==> src/srse_pkg.sv <==
/*
  constants shared by the synthesizer ratio, source-select and output-enable logic.
  assumes byte-wide register access with byte addresses as printed.
*/
package srse_pkg;

  // register port geometry
  localparam int unsigned ADDR_W = 7;
  localparam int unsigned DATA_W = 8;

  // byte addresses; the ratio word spans four bytes, most significant byte first
  localparam logic [ADDR_W-1:0] ADDR_RATIO_B3 = 7'h5c;
  localparam logic [ADDR_W-1:0] ADDR_RATIO_B2 = 7'h5d;
  localparam logic [ADDR_W-1:0] ADDR_RATIO_B1 = 7'h5e;
  localparam logic [ADDR_W-1:0] ADDR_RATIO_B0 = 7'h5f;
  localparam logic [ADDR_W-1:0] ADDR_SRC_SEL  = 7'h70;
  localparam logic [ADDR_W-1:0] ADDR_OUT_EN   = 7'h71;

  // reset values
  localparam logic [31:0]       RST_RATIO   = 32'h00010001;
  localparam logic [DATA_W-1:0] RST_SRC_SEL = 8'he4;
  localparam logic [DATA_W-1:0] RST_OUT_EN  = 8'h03;
  localparam logic [DATA_W-1:0] RD_UNMAPPED = 8'h00;

  // field layout
  localparam int unsigned RATIO_W      = 16;
  localparam int unsigned DENOM_LSB    = 0;
  localparam int unsigned NUMER_LSB    = 16;
  localparam int unsigned SYNTH0_SRC_B = 0;
  localparam int unsigned SYNTH1_SRC_B = 2;
  localparam int unsigned SYNTH0_EN_B  = 0;
  localparam int unsigned SYNTH1_EN_B  = 1;

  // frequency arithmetic: base * multiplier * 16 * numerator / denominator
  localparam int unsigned BASE_W      = 16;
  localparam int unsigned SCALE_SHIFT = 4;
  localparam int unsigned PROD_W      = 2 * BASE_W;
  localparam int unsigned DIVIDEND_W  = PROD_W + SCALE_SHIFT + RATIO_W;
  localparam int unsigned STEP_W      = 6;
  localparam logic [STEP_W-1:0] LAST_STEP = 6'h33;
  localparam logic [STEP_W-1:0] STEP_ZERO = 6'h00;
  localparam logic [STEP_W-1:0] STEP_ONE  = 6'h01;

  // controller and divider states
  typedef enum logic [1:0] {
    SRSE_CTL_IDLE = 2'b01,
    SRSE_CTL_WAIT = 2'b10
  } srse_ctl_state_t;

  typedef enum logic [1:0] {
    SRSE_DIV_IDLE = 2'b01,
    SRSE_DIV_RUN  = 2'b10
  } srse_div_state_t;

endpackage

==> src/srse_div_if.sv <==
/*
  start/done link between the frequency controller and its divider.
  assumes both ends run on the same clock.
*/
`timescale 1ns/1ns
interface srse_div_if;
  logic                               start;
  logic [srse_pkg::DIVIDEND_W-1:0]    dividend;
  logic [srse_pkg::RATIO_W-1:0]       divisor;
  logic                               busy;
  logic                               done;
  logic [srse_pkg::DIVIDEND_W-1:0]    quotient;

  modport requester (output start, output dividend, output divisor,
                     input busy, input done, input quotient);
  modport divider   (input start, input dividend, input divisor,
                     output busy, output done, output quotient);
endinterface

==> src/srse_divider.sv <==
/*
  sequential restoring divider, one quotient bit per clock.
  assumes start is raised only while busy is low.
*/
`timescale 1ns/1ns
module srse_divider
(
  // clock and reset
  input  wire logic        mclk,
  input  wire logic        sys_rst,
  // request and answer
  srse_div_if.divider      div
);

  localparam int unsigned DW = srse_pkg::DIVIDEND_W;
  localparam int unsigned RW = srse_pkg::RATIO_W;

  srse_pkg::srse_div_state_t state, next_state;
  logic [RW:0]                rem, next_rem;
  logic [DW-1:0]              quo, next_quo;
  logic [srse_pkg::STEP_W-1:0] step, next_step;
  logic                       done_q, next_done;
  logic [RW:0]                trial;
  logic [RW:0]                diff;

  ////////////////////////////////////////////////////////////////////////////
  // next state; a zero divisor yields all ones instead of a trap
  always_comb
  begin
    next_state = state;
    next_rem   = rem;
    next_quo   = quo;
    next_step  = step;
    next_done  = 1'b0;
    trial      = {rem[RW-1:0], quo[DW-1]};
    diff       = trial - {1'b0, div.divisor};
    unique case (state)
      srse_pkg::SRSE_DIV_IDLE:
      begin
        if (div.start)
        begin
          next_rem   = '0;
          next_quo   = div.dividend;
          next_step  = srse_pkg::STEP_ZERO;
          next_state = srse_pkg::SRSE_DIV_RUN;
        end
      end
      srse_pkg::SRSE_DIV_RUN:
      begin
        // divisor is sampled live; a ratio write while busy changes it, and that result is then left invalid
        if (trial >= {1'b0, div.divisor})
        begin
          next_rem = diff;
          next_quo = {quo[DW-2:0], 1'b1};
        end
        else
        begin
          next_rem = trial;
          next_quo = {quo[DW-2:0], 1'b0};
        end
        next_step = step + srse_pkg::STEP_ONE;
        if (step == srse_pkg::LAST_STEP)
        begin
          next_done  = 1'b1;
          next_state = srse_pkg::SRSE_DIV_IDLE;
        end
      end
    endcase
  end

  // registers only
  always_ff @(posedge mclk or posedge sys_rst)
  begin
    if (sys_rst)
    begin
      state  <= srse_pkg::SRSE_DIV_IDLE;
      rem    <= '0;
      quo    <= '0;
      step   <= srse_pkg::STEP_ZERO;
      done_q <= 1'b0;
    end
    else
    begin
      state  <= next_state;
      rem    <= next_rem;
      quo    <= next_quo;
      step   <= next_step;
      done_q <= next_done;
    end
  end

  assign div.busy     = (state == srse_pkg::SRSE_DIV_RUN);
  assign div.done     = done_q;
  assign div.quotient = quo;

endmodule // srse_divider

==> src/srse_top.sv <==
/*
  synthesizer 1 fec ratio, digital pll source selection and synthesizer output
  enables, with the resulting synthesizer 1 frequency in hertz.
  assumes the serial management port has been decoded into byte-wide register
  strobes on mclk, and that base frequency and multiplier come from mclk logic.
*/
// Behaviour
// - synthesizer frequency equals base times multiplier times 16 times numerator over denominator.
// - ratio register holds denominator in bits 15:0, numerator in bits 31:16.
// - source-select bit 0 picks pll for synthesizer 0: 0 first, 1 second.
// - source-select bit 2 picks pll for synthesizer 1, same encoding.
// - output-enable bit 0 set enables synthesizer 0 output regardless of bit 1.
// - output-enable bit 1 set enables synthesizer 1 output regardless of bit 0.
`timescale 1ns/1ns
module srse_top
(
  // clock and reset
  input  wire logic                               mclk,
  input  wire logic                               sys_rst,
  // register port
  input  wire logic [srse_pkg::ADDR_W-1:0]        reg_addr,
  input  wire logic                               reg_wr,
  input  wire logic [srse_pkg::DATA_W-1:0]        reg_wdata,
  input  wire logic                               reg_rd,
  output logic      [srse_pkg::DATA_W-1:0]        reg_rdata,
  output logic                                    reg_rvalid,
  // synthesizer 1 base settings from neighbouring registers
  input  wire logic [srse_pkg::BASE_W-1:0]        base_frequency,
  input  wire logic [srse_pkg::BASE_W-1:0]        base_multiplier,
  // synthesizer controls
  output logic      [srse_pkg::RATIO_W-1:0]       synthesizer1_fec_numerator,
  output logic      [srse_pkg::RATIO_W-1:0]       synthesizer1_fec_denominator,
  output logic                                    synthesizer0_pll_source,
  output logic                                    synthesizer1_pll_source,
  output logic                                    synthesizer0_output_enable,
  output logic                                    synthesizer1_output_enable,
  // computed synthesizer 1 frequency
  output logic      [srse_pkg::DIVIDEND_W-1:0]    synthesizer1_freq_hz,
  output logic                                    synthesizer1_freq_valid
);

  // register state
  logic [31:0]                     fec_ratio, next_fec_ratio;
  logic [srse_pkg::DATA_W-1:0]     source_select, next_source_select;
  logic [srse_pkg::DATA_W-1:0]     output_enable, next_output_enable;
  logic [srse_pkg::DATA_W-1:0]     rdata, next_rdata;
  logic                            rvalid, next_rvalid;

  // frequency controller state
  srse_pkg::srse_ctl_state_t       ctl, next_ctl;
  logic                            dirty, next_dirty;
  logic [srse_pkg::BASE_W-1:0]     used_base, next_used_base;
  logic [srse_pkg::BASE_W-1:0]     used_mult, next_used_mult;
  logic [srse_pkg::DIVIDEND_W-1:0] freq, next_freq;
  logic                            freq_ok, next_freq_ok;
  logic                            ratio_hit;
  logic [4:0]                      addr_lane;
  logic                            base_moved;
  logic [srse_pkg::PROD_W-1:0]     prod;
  logic [srse_pkg::PROD_W+srse_pkg::SCALE_SHIFT-1:0] scaled;

  srse_div_if div ();

  // byte lane of the ratio word for an address, or none
  function automatic logic [4:0] ratio_lane(input logic [srse_pkg::ADDR_W-1:0] a);
    logic [4:0] lane;
    lane = 5'h00;
    if (a == srse_pkg::ADDR_RATIO_B3) lane = 5'h13;
    if (a == srse_pkg::ADDR_RATIO_B2) lane = 5'h12;
    if (a == srse_pkg::ADDR_RATIO_B1) lane = 5'h11;
    if (a == srse_pkg::ADDR_RATIO_B0) lane = 5'h10;
    return lane;                   // bit 4 flags a hit, bits 1:0 the lane
  endfunction

  ////////////////////////////////////////////////////////////////////////////
  // register writes and reads; reserved bits are stored as written
  always_comb
  begin
    logic [4:0] wl;
    logic [4:0] rl;
    wl = ratio_lane(reg_addr);
    rl = ratio_lane(reg_addr);
    next_fec_ratio     = fec_ratio;
    next_source_select = source_select;
    next_output_enable = output_enable;
    next_rdata         = rdata;
    next_rvalid        = reg_rd;
    if (reg_wr)
    begin
      if (wl[4])
        next_fec_ratio[wl[1:0]*srse_pkg::DATA_W +: srse_pkg::DATA_W] = reg_wdata;
      if (reg_addr == srse_pkg::ADDR_SRC_SEL)
        next_source_select = reg_wdata;
      if (reg_addr == srse_pkg::ADDR_OUT_EN)
        next_output_enable = reg_wdata;
    end
    if (reg_rd)
    begin
      next_rdata = srse_pkg::RD_UNMAPPED;
      if (rl[4])
        next_rdata = fec_ratio[rl[1:0]*srse_pkg::DATA_W +: srse_pkg::DATA_W];
      if (reg_addr == srse_pkg::ADDR_SRC_SEL)
        next_rdata = source_select;
      if (reg_addr == srse_pkg::ADDR_OUT_EN)
        next_rdata = output_enable;
    end
  end

  // reset gives a unity ratio, so plain rates need no ratio write
  always_ff @(posedge mclk or posedge sys_rst)
  begin
    if (sys_rst)
    begin
      fec_ratio     <= srse_pkg::RST_RATIO;
      source_select <= srse_pkg::RST_SRC_SEL;
      output_enable <= srse_pkg::RST_OUT_EN;
      rdata         <= srse_pkg::RD_UNMAPPED;
      rvalid        <= 1'b0;
    end
    else
    begin
      fec_ratio     <= next_fec_ratio;
      source_select <= next_source_select;
      output_enable <= next_output_enable;
      rdata         <= next_rdata;
      rvalid        <= next_rvalid;
    end
  end

  ////////////////////////////////////////////////////////////////////////////
  // control outputs straight from the stored fields
  assign synthesizer1_fec_denominator = fec_ratio[srse_pkg::DENOM_LSB +: srse_pkg::RATIO_W];
  assign synthesizer1_fec_numerator   = fec_ratio[srse_pkg::NUMER_LSB +: srse_pkg::RATIO_W];
  assign synthesizer0_pll_source      = source_select[srse_pkg::SYNTH0_SRC_B];
  assign synthesizer1_pll_source      = source_select[srse_pkg::SYNTH1_SRC_B];
  assign synthesizer0_output_enable   = output_enable[srse_pkg::SYNTH0_EN_B];
  assign synthesizer1_output_enable   = output_enable[srse_pkg::SYNTH1_EN_B];
  assign reg_rdata                    = rdata;
  assign reg_rvalid                   = rvalid;

  ////////////////////////////////////////////////////////////////////////////
  // frequency recompute; each ratio byte write marks it dirty for a new run after any run in progress, so the value
  // between the bytes of one update is briefly computed and then replaced
  assign prod        = base_frequency * base_multiplier;
  assign scaled      = {prod, {srse_pkg::SCALE_SHIFT{1'b0}}};
  assign addr_lane   = ratio_lane(reg_addr);
  assign ratio_hit   = reg_wr && addr_lane[4];
  assign base_moved  = (base_frequency != used_base) || (base_multiplier != used_mult);
  assign div.dividend = scaled * synthesizer1_fec_numerator;
  assign div.divisor  = synthesizer1_fec_denominator;
  assign div.start    = (ctl == srse_pkg::SRSE_CTL_IDLE) && dirty && !div.busy;

  always_comb
  begin
    next_ctl       = ctl;
    next_dirty     = dirty;
    next_used_base = used_base;
    next_used_mult = used_mult;
    next_freq      = freq;
    next_freq_ok   = freq_ok;
    unique case (ctl)
      srse_pkg::SRSE_CTL_IDLE:
      begin
        if (div.start)
        begin
          next_dirty     = 1'b0;
          next_used_base = base_frequency;
          next_used_mult = base_multiplier;
          next_freq_ok   = 1'b0;
          next_ctl       = srse_pkg::SRSE_CTL_WAIT;
        end
      end
      srse_pkg::SRSE_CTL_WAIT:
      begin
        if (div.done)
        begin
          next_freq    = div.quotient;
          next_freq_ok = !dirty;
          next_ctl     = srse_pkg::SRSE_CTL_IDLE;
        end
      end
    endcase
    // a change during a calculation or in its start cycle must not be lost;
    // a moved base also withdraws valid at once, so a stale rate never shows
    if (ratio_hit || (base_moved && !div.start))
      next_dirty = 1'b1;
    if (ratio_hit || base_moved)
      next_freq_ok = 1'b0;
  end

  // dirty starts set so the reset ratio is evaluated once
  always_ff @(posedge mclk or posedge sys_rst)
  begin
    if (sys_rst)
    begin
      ctl       <= srse_pkg::SRSE_CTL_IDLE;
      dirty     <= 1'b1;
      used_base <= '0;
      used_mult <= '0;
      freq      <= '0;
      freq_ok   <= 1'b0;
    end
    else
    begin
      ctl       <= next_ctl;
      dirty     <= next_dirty;
      used_base <= next_used_base;
      used_mult <= next_used_mult;
      freq      <= next_freq;
      freq_ok   <= next_freq_ok;
    end
  end

  assign synthesizer1_freq_hz    = freq;
  assign synthesizer1_freq_valid = freq_ok;

  srse_divider u_div
  (
    .mclk    (mclk),
    .sys_rst (sys_rst),
    .div     (div.divider)
  );

endmodule // srse_top

==> config.mk <==
export PLATFORM = sky130hd
export DESIGN_NAME = srse_top
export DESIGN_NICKNAME = d
export VERILOG_FILES = /design/src/srse_pkg.sv /design/src/srse_div_if.sv /design/src/srse_divider.sv /design/src/srse_top.sv
export SDC_FILE = /design/constraint.sdc
export NUM_CORES = 2
export LEC_CHECK = 0
export ABC_CLOCK_PERIOD_IN_PS = 9150
export BUFFER_PORTS_ARGS = -buffer_cell sky130_fd_sc_hd__buf_2
export CORE_MARGIN = 8
export CORE_UTILIZATION = 29
export DETAILED_ROUTE_END_ITERATION = 10
export PLACE_DENSITY_LB_ADDON = 0.2
export SLEW_MARGIN = 20
export SYNTH_ARGS = -nofsm -noshare
export SYNTH_HDL_FRONTEND = slang
export SYNTH_HIERARCHICAL = 1
export SYNTH_SLANG_ARGS = --single-unit
export TNS_END_PERCENT = 30
==> constraint.sdc <==
create_clock -name mclk -period 9.15 [get_ports mclk]
set_clock_uncertainty 0.1 [all_clocks]
set_input_delay 0.4575 -clock mclk [delete_from_list [all_inputs] [get_ports mclk]]
set_output_delay 0.4575 -clock mclk [all_outputs]
set_load 0.005 [all_outputs]
# Word level (Yosys, flattened, before mapping)
# Index checks and enable logic that the tools add are counted.
dict set report word_totals {
  reg_bits 222
  latch_bits 0
  mem_bits_rw 0
  mem_bits_ro 0
  inputBits 51
  out_inout_bits 98
  word_cells 94
  mem_count 0
}
dict set report op_classes {
  add_sub_neg 3
  n_mul 2
  div_mod_pow 0
  order_cmp 1
  n_eq_ne 19
  n_shift 3
  mux 29
  n_bitwise 0
  reduce_logical 21
}
# cell count
set op_table {}
lappend op_table {{52-bit case mux with 2 select lines} 1}
lappend op_table {{52-bit 2-to-1 mux} 1}
lappend op_table {{32-bit by 16-bit multiplier with 48-bit output} 1}
lappend op_table {{7-bit equality test, second input constant} 6}
lappend op_table {{5-bit negation with 34-bit output} 1}
lappend op_table {{8-bit by 34-bit variable shift with 32-bit output, first input constant} 1}
lappend op_table {{8-bit by 34-bit variable part select with 32-bit output} 1}
lappend op_table {{32-bit bitwise mux} 1}
lappend op_table {{16-bit by 16-bit multiplier with 32-bit output} 1}
lappend op_table {{16-bit 2-to-1 mux} 2}
lappend op_table {{16-bit != test} 2}
lappend op_table {{16-bit case mux with 2 select lines} 1}
lappend op_table {{32-bit by 6-bit variable part select with 8-bit output} 1}
lappend op_table {{8-bit 2-to-1 mux} 3}
lappend op_table {{5-bit 2-to-1 mux} 4}
lappend op_table {{2-bit AND reduction} 9}
lappend op_table {{17-bit by 16-bit >= comparator with 1-bit output} 1}
lappend op_table {{16-bit subtractor} 1}
lappend op_table {{6-bit case mux with 2 select lines} 1}
lappend op_table {{1-bit 2-to-1 mux} 8}
lappend op_table {{2-bit case mux with 2 select lines} 2}
lappend op_table {{6-bit by 1-bit adder with 6-bit output, second input constant} 1}
lappend op_table {{6-bit equality test, second input constant} 1}
lappend op_table {{2-bit 2-to-1 mux} 3}
lappend op_table {{11 further kinds} 24}

# Longest topological paths before layout
dict set report logic_depth {
  ltp_word 9
  mapped_depth 49
  mapped_depth_nobuf 45
}

# Hierarchy
# The synthesis kept the hierarchy.
# module instances cells_each area_per_inst_um2 seq_area_each_um2
set modules_own_cells {}
lappend modules_own_cells {srse_top 1 3515 31966.9 3641.0}
lappend modules_own_cells {srse_divider 1 464 4184.0 1928.1}

# Worst setup path before layout
# OpenSTA, ideal clock, no wires.
dict set report synth_timing {
  path_kind {input to register}
  from {input port base_multiplier[2] (netlist bit)}
  to {register u_div.quo[44] (netlist: u_div/div.quotient[44])}
  setup_ns 0.124
  arrival_time_ns 11.475
  required_time_ns 8.926
  setup_slack_ns -2.549
  path_stages 42
  path_buffers 4
  path_cell_list {clkbuf_1 > clkbuf_1 > nand2_1 > fa_1 > fa_1 > inv_1 > fa_1 > inv_1 > fa_1 > fa_1 > fa_1 > inv_1 > ha_1 > a21oi_1 > o21ai_0 > a221o_1 > a2111oi_4 > nor2_1 > (+6 left out) > inv_1 > fa_1 > fa_1 > inv_1 > fa_1 > inv_1 > ha_1 > buf_2 > a211oi_1 > o21ai_0 > a31oi_1 > nor3b_1 > a2111oi_2 > a211oi_1 > o2111ai_1 > or3b_1 > nand2_1 > nand2_1}
}
dict set report synth_between {
  elab_chain_len 4
}
# item line
set synth_rtl {}
lappend synth_rtl {{start, declared} srse_top.sv:29} ;# input wire logic [srse_pkg::BASE_W-1:0] base_multiplier,
lappend synth_rtl {{16-bit by 16-bit multiplier with 32-bit output} srse_top.sv:144} ;# assign prod = base_frequency * base_multiplier;
lappend synth_rtl {{32-bit by 16-bit multiplier with 48-bit output} srse_top.sv:149} ;# assign div.dividend = scaled * synthesizer1_fec_numerator;
lappend synth_rtl {{via div.dividend, one bit} srse_div_if.sv:8} ;# logic [srse_pkg::DIVIDEND_W-1:0] dividend;
lappend synth_rtl {{52-bit 2-to-1 mux} srse_divider.sv:40} ;# if (div.start)
lappend synth_rtl {{52-bit case mux with 2 select lines} srse_divider.sv:37} ;# unique case (state)
lappend synth_rtl {{end signal, assigned} srse_divider.sv:86} ;# quo <= next_quo;
lappend synth_rtl {{end, declared} srse_divider.sv:20} ;# logic [DW-1:0] quo, next_quo;
# The timed path passes the listed nets, and every way through them passes these cells. The select of a mux whose other input is x is not followed.
# A chain may end at the register's enable or synchronous reset.

# Worst setup path in the final report
dict set report layout_timing {
  from {input port base_frequency[3] (netlist bit)}
  to {register u_div.quo[50] (netlist: u_div/div.quotient[50])}
}
dict set report layout_between {
  elab_chain_len 4
}
# item line
set layout_rtl {}
lappend layout_rtl {{start, declared} srse_top.sv:28} ;# input wire logic [srse_pkg::BASE_W-1:0] base_frequency,
lappend layout_rtl {{16-bit by 16-bit multiplier with 32-bit output} srse_top.sv:144}
lappend layout_rtl {{32-bit by 16-bit multiplier with 48-bit output} srse_top.sv:149}
lappend layout_rtl {{via div.dividend, one bit} srse_div_if.sv:8}
lappend layout_rtl {{52-bit 2-to-1 mux} srse_divider.sv:40}
lappend layout_rtl {{52-bit case mux with 2 select lines} srse_divider.sv:37}
# The timed path passes the listed nets, and every way through them passes these cells. The select of a mux whose other input is x is not followed.

==> impl_results.md <==
* PD cells at 417 nW/um^2
* DRT Wirelength at 113 mm
* Startpoint types: input pin
* Vias at 28700
* Syn avg cell area at 9.09 sq um
* Post-synth top area share at 0.339
* Routed Antenna Nets at 0
* CP max stage cell: fa_1
* Number of port buffers at 148
* Iteration-0 DRC Markers at 1172
* Failing checks: negative setup slack
* Hold Path Depth at 1
* Die area at 136000 sq um
* Most used cell, CP: fa_1
* Critical Path Sink Type: flip-flop
* Worst Path Arrival at 11.31 ns
* CP Max Fanout at 12
* Post-Synthesis Cell Area at 36200 sq um
* Critical Path RT at 9.55 ns
* Vias per std cell at 4.70
* Initial Util at 0.292
* Root buffer cell: clkbuf_16
* Area contributors post-synth: fa_1 (34%), dfrtp_1 (15%), ha_1 (8.4%)
* Area Growth Syn to Fin at 23.6%
* Minimum clock period at 10.91 ns
* RD Place Congestion at 0.854
* CTS max path bufs at 3
* Post-synthesis register bit count at 222
* First-pass GRT wire length at 181 mm
* WHS Endpoint: reg_rvalid
* Hpwl dp at 92.1 mm
* Final Setup Violations at 35
* Number of flops mapped to enable cells by yosys at 0
* Die Ht at 369 microns
* Initial antenna violation count at 3
* Worst slew margin at 0.238
* Largest net degree at the start of global routing at 82
* FF-to-FF path depth at 26
* I/O pins at 149
* Least-Margin Pin Slew at 1.14 ns
* Register area share after synthesis at 0.154
* Setup TNS at -40.07 ns
* Worst hold margin at 0.0583 ns
* CP Buf/Inv Count at 12
* FP Rows at 129
* H-tree depth at 1
* FFs w/ async S/R, synth at 1.00
* Main synth FF type: dfrtp_1
* DRT Pass-1 Iters at 6
* Total of max-cap violations at 0
* Setup ws final at -1.76 ns
* Nets at 5348
* Static Leak at 22.0 nW
* CTS tree: built
* R2R Path Start: fec_ratio[18]
* Synthesis Warnings at 6
* Worst Hold Launch: reg_rd
* Fmax at 91.7 MHz
* Clock Latency Late Sink at 0.58 ns
* Gr ovfl total at 0
* Yosys top cell by area: fa_1
* Worst slack, placed at -2.61 ns
* CTS sink count at 222
* R2R Setup Slk at 1.71 ns
* Hold/Removal Path Class: in2reg
* CTS clk-pin slew, worst paths at 0.06 ns
* Final number of max-transition violations at 0
* Critical path type: in2reg
* DRC violations left at 0
* Peak supply drop at 906 uV
* CORE AREA at 124000 sq um
* Reg2reg end: u_div/div.quotient[44]
* GRT Util Overall at 0.166
* Num CTS Buffers at 27
* Final hold violation count at 0
* RSZ-0062 raised after global routing: true
* Post-synthesis cell count at 3979
* WL/cell at 18.5 microns
* Number of library cell types mapped by synthesis at 87
* Share of layout cells above drive strength 1 at 0.235
* Tcrit/Tclk final at 1.19
* Vias in the first global route at 31400
* Worst path top cell family by delay: adder cells
* Max incr delay on CP at 0.58 ns
* Status: complete, but fails checks
* Die width at 369 microns
## cell type report
| cell class | instances | area (sq um) |
|---|---|---|
| well taps | 1637 | 2050 |
| multi-input cells | 2827 | 28300 |
| flip-flops and latches | 222 | 5570 |
| repair buffers | 659 | 5170 |
| inverters | 703 | 2650 |
| clock inverters | 7 | 115 |
| fillers | 12900 | 78900 |
| diodes | 1 | 2.50 |
| clock buffers | 43 | 806 |
## timing repair
action / 4_1_cts / 5_1_grt
gates cloned: 1 / 1
hold buffers: 1 / 0
endpoints found under the hold margin: 77 / 0
pin swaps: 108 / 87
buffers inserted: 28 / 25
gates resized for setup: 181 / 98
endpoints found under the setup margin: 37 / 37
## layout by cell type (no fill, tap or decap), types with 44 or more instances in the layout
master	count
buf_2	124
a22oi_1	53
and2_1	278
buf_4	461
nand2b_1	44
o21ai_0	65
a21oi_1	72
fa_1	588
nor2_1	76
dfrtp_1	211
nand2_1	625
ha_1	212
xnor2_1	66
mux2_2	100
inv_1	677
## cells by family after synthesis
| family | Yosys count | share of synthesized area |
|---|---|---|
| other cells | 1 | 0.000104 |
| simple gates | 1281 | 0.172 |
| flops | 222 | 0.154 |
| buf+inv | 934 | 0.0995 |
| compound gates | 435 | 0.0820 |
| mux | 139 | 0.0419 |
| fa+ha+maj | 857 | 0.424 |
| xor+xnor | 110 | 0.0269 |
## power by group
part	internal [W]	total (W)	leakage, nW	switching (W)
registers	0.00111	0.00123	2.81	0.000120
clock network	0.000664	0.00112	0.442	0.000456
logic	0.00754	0.0163	18.7	0.00873
## per-stage QoR
stage,power (W),std cells,utilization,cell area [sq um]
2_1_floorplan,0.00777,3982,-,37000
3_3_place_gp,0.0153,5993,0.341,42100
3_5_place_dp,0.0152,5993,0.341,42100
4_1_cts,0.0179,6073,0.357,44100
5_1_grt,0.0201,6098,0.362,44700
6_report,0.0186,6099,0.362,44700
## routing by layer
layer,global-route usage,routed length [microns],vias up,share of wire
met5,0,0,-,0
met4,0.0265,2000,0,0.018
met3,0.0141,3310,113,0.029
met2,0.305,58100,488,0.52
met1,0.215,49100,14700,0.44
li1,-,-,13300,-
## worst reg2reg max path: stages, from the launching register on
cell and delay (ns):
dfrtp_1 0.92, buf_4 0.43, nand2_1 0.14, fa_1 0.53, inv_1 0.06, fa_1 0.52
inv_1 0.05, fa_1 0.48, fa_1 0.56, inv_1 0.06, fa_1 0.48, inv_1 0.06
fa_1 0.53, inv_1 0.06, ha_1 0.31, buf_4 0.15, nand2_1 0.12, buf_4 0.16
nor2_1 0.10, nand4_1 0.20, nand4_1 0.24, nand4b_1 0.20, a211oi_2 0.33, nor4_1 0.07
or3b_1 0.34, nand2_1 0.06, nand2_1 0.05
## synthesized netlist by cell type (all sizes together), types with 39 or more instances
cell / instances
clkbuf: 197
nor2: 84
xnor2: 79
a22oi: 54
o21ai: 86
ha: 244
mux2: 100
nand2b: 44
inv: 703
mux2i: 39
fa: 613
and2: 290
a21oi: 96
nand2: 646
dfrtp: 211
nand3: 39
## worst max path at each step
stage	start	end	depth (start not counted)
after CTS	base_frequency[8]	u_div/div.quotient[48]	41
final	base_frequency[3]	u_div/div.quotient[50]	44
after global routing	base_multiplier[5]	u_div/div.quotient[50]	47
after floorplan	base_frequency[9]	u_div/div.quotient[44]	42
after global placement	base_multiplier[1]	u_div/div.quotient[48]	43
after detailed placement	base_multiplier[1]	u_div/div.quotient[48]	43
## state kept, by name (all words and copies together), names as in the netlist
register,flops
ctl,2
dirty,1
fec_ratio,32
output_enable,8
reg_rdata,8
reg_rvalid,1
source_select,8
synthesizer1_freq_hz,52
synthesizer1_freq_valid,1
u_div/div.done,1
u_div/div.quotient,52
u_div/rem,16
u_div/state,2
u_div/step,6
used_base,16
used_mult,16
Note: power is estimated with default switching activity, not from simulation.
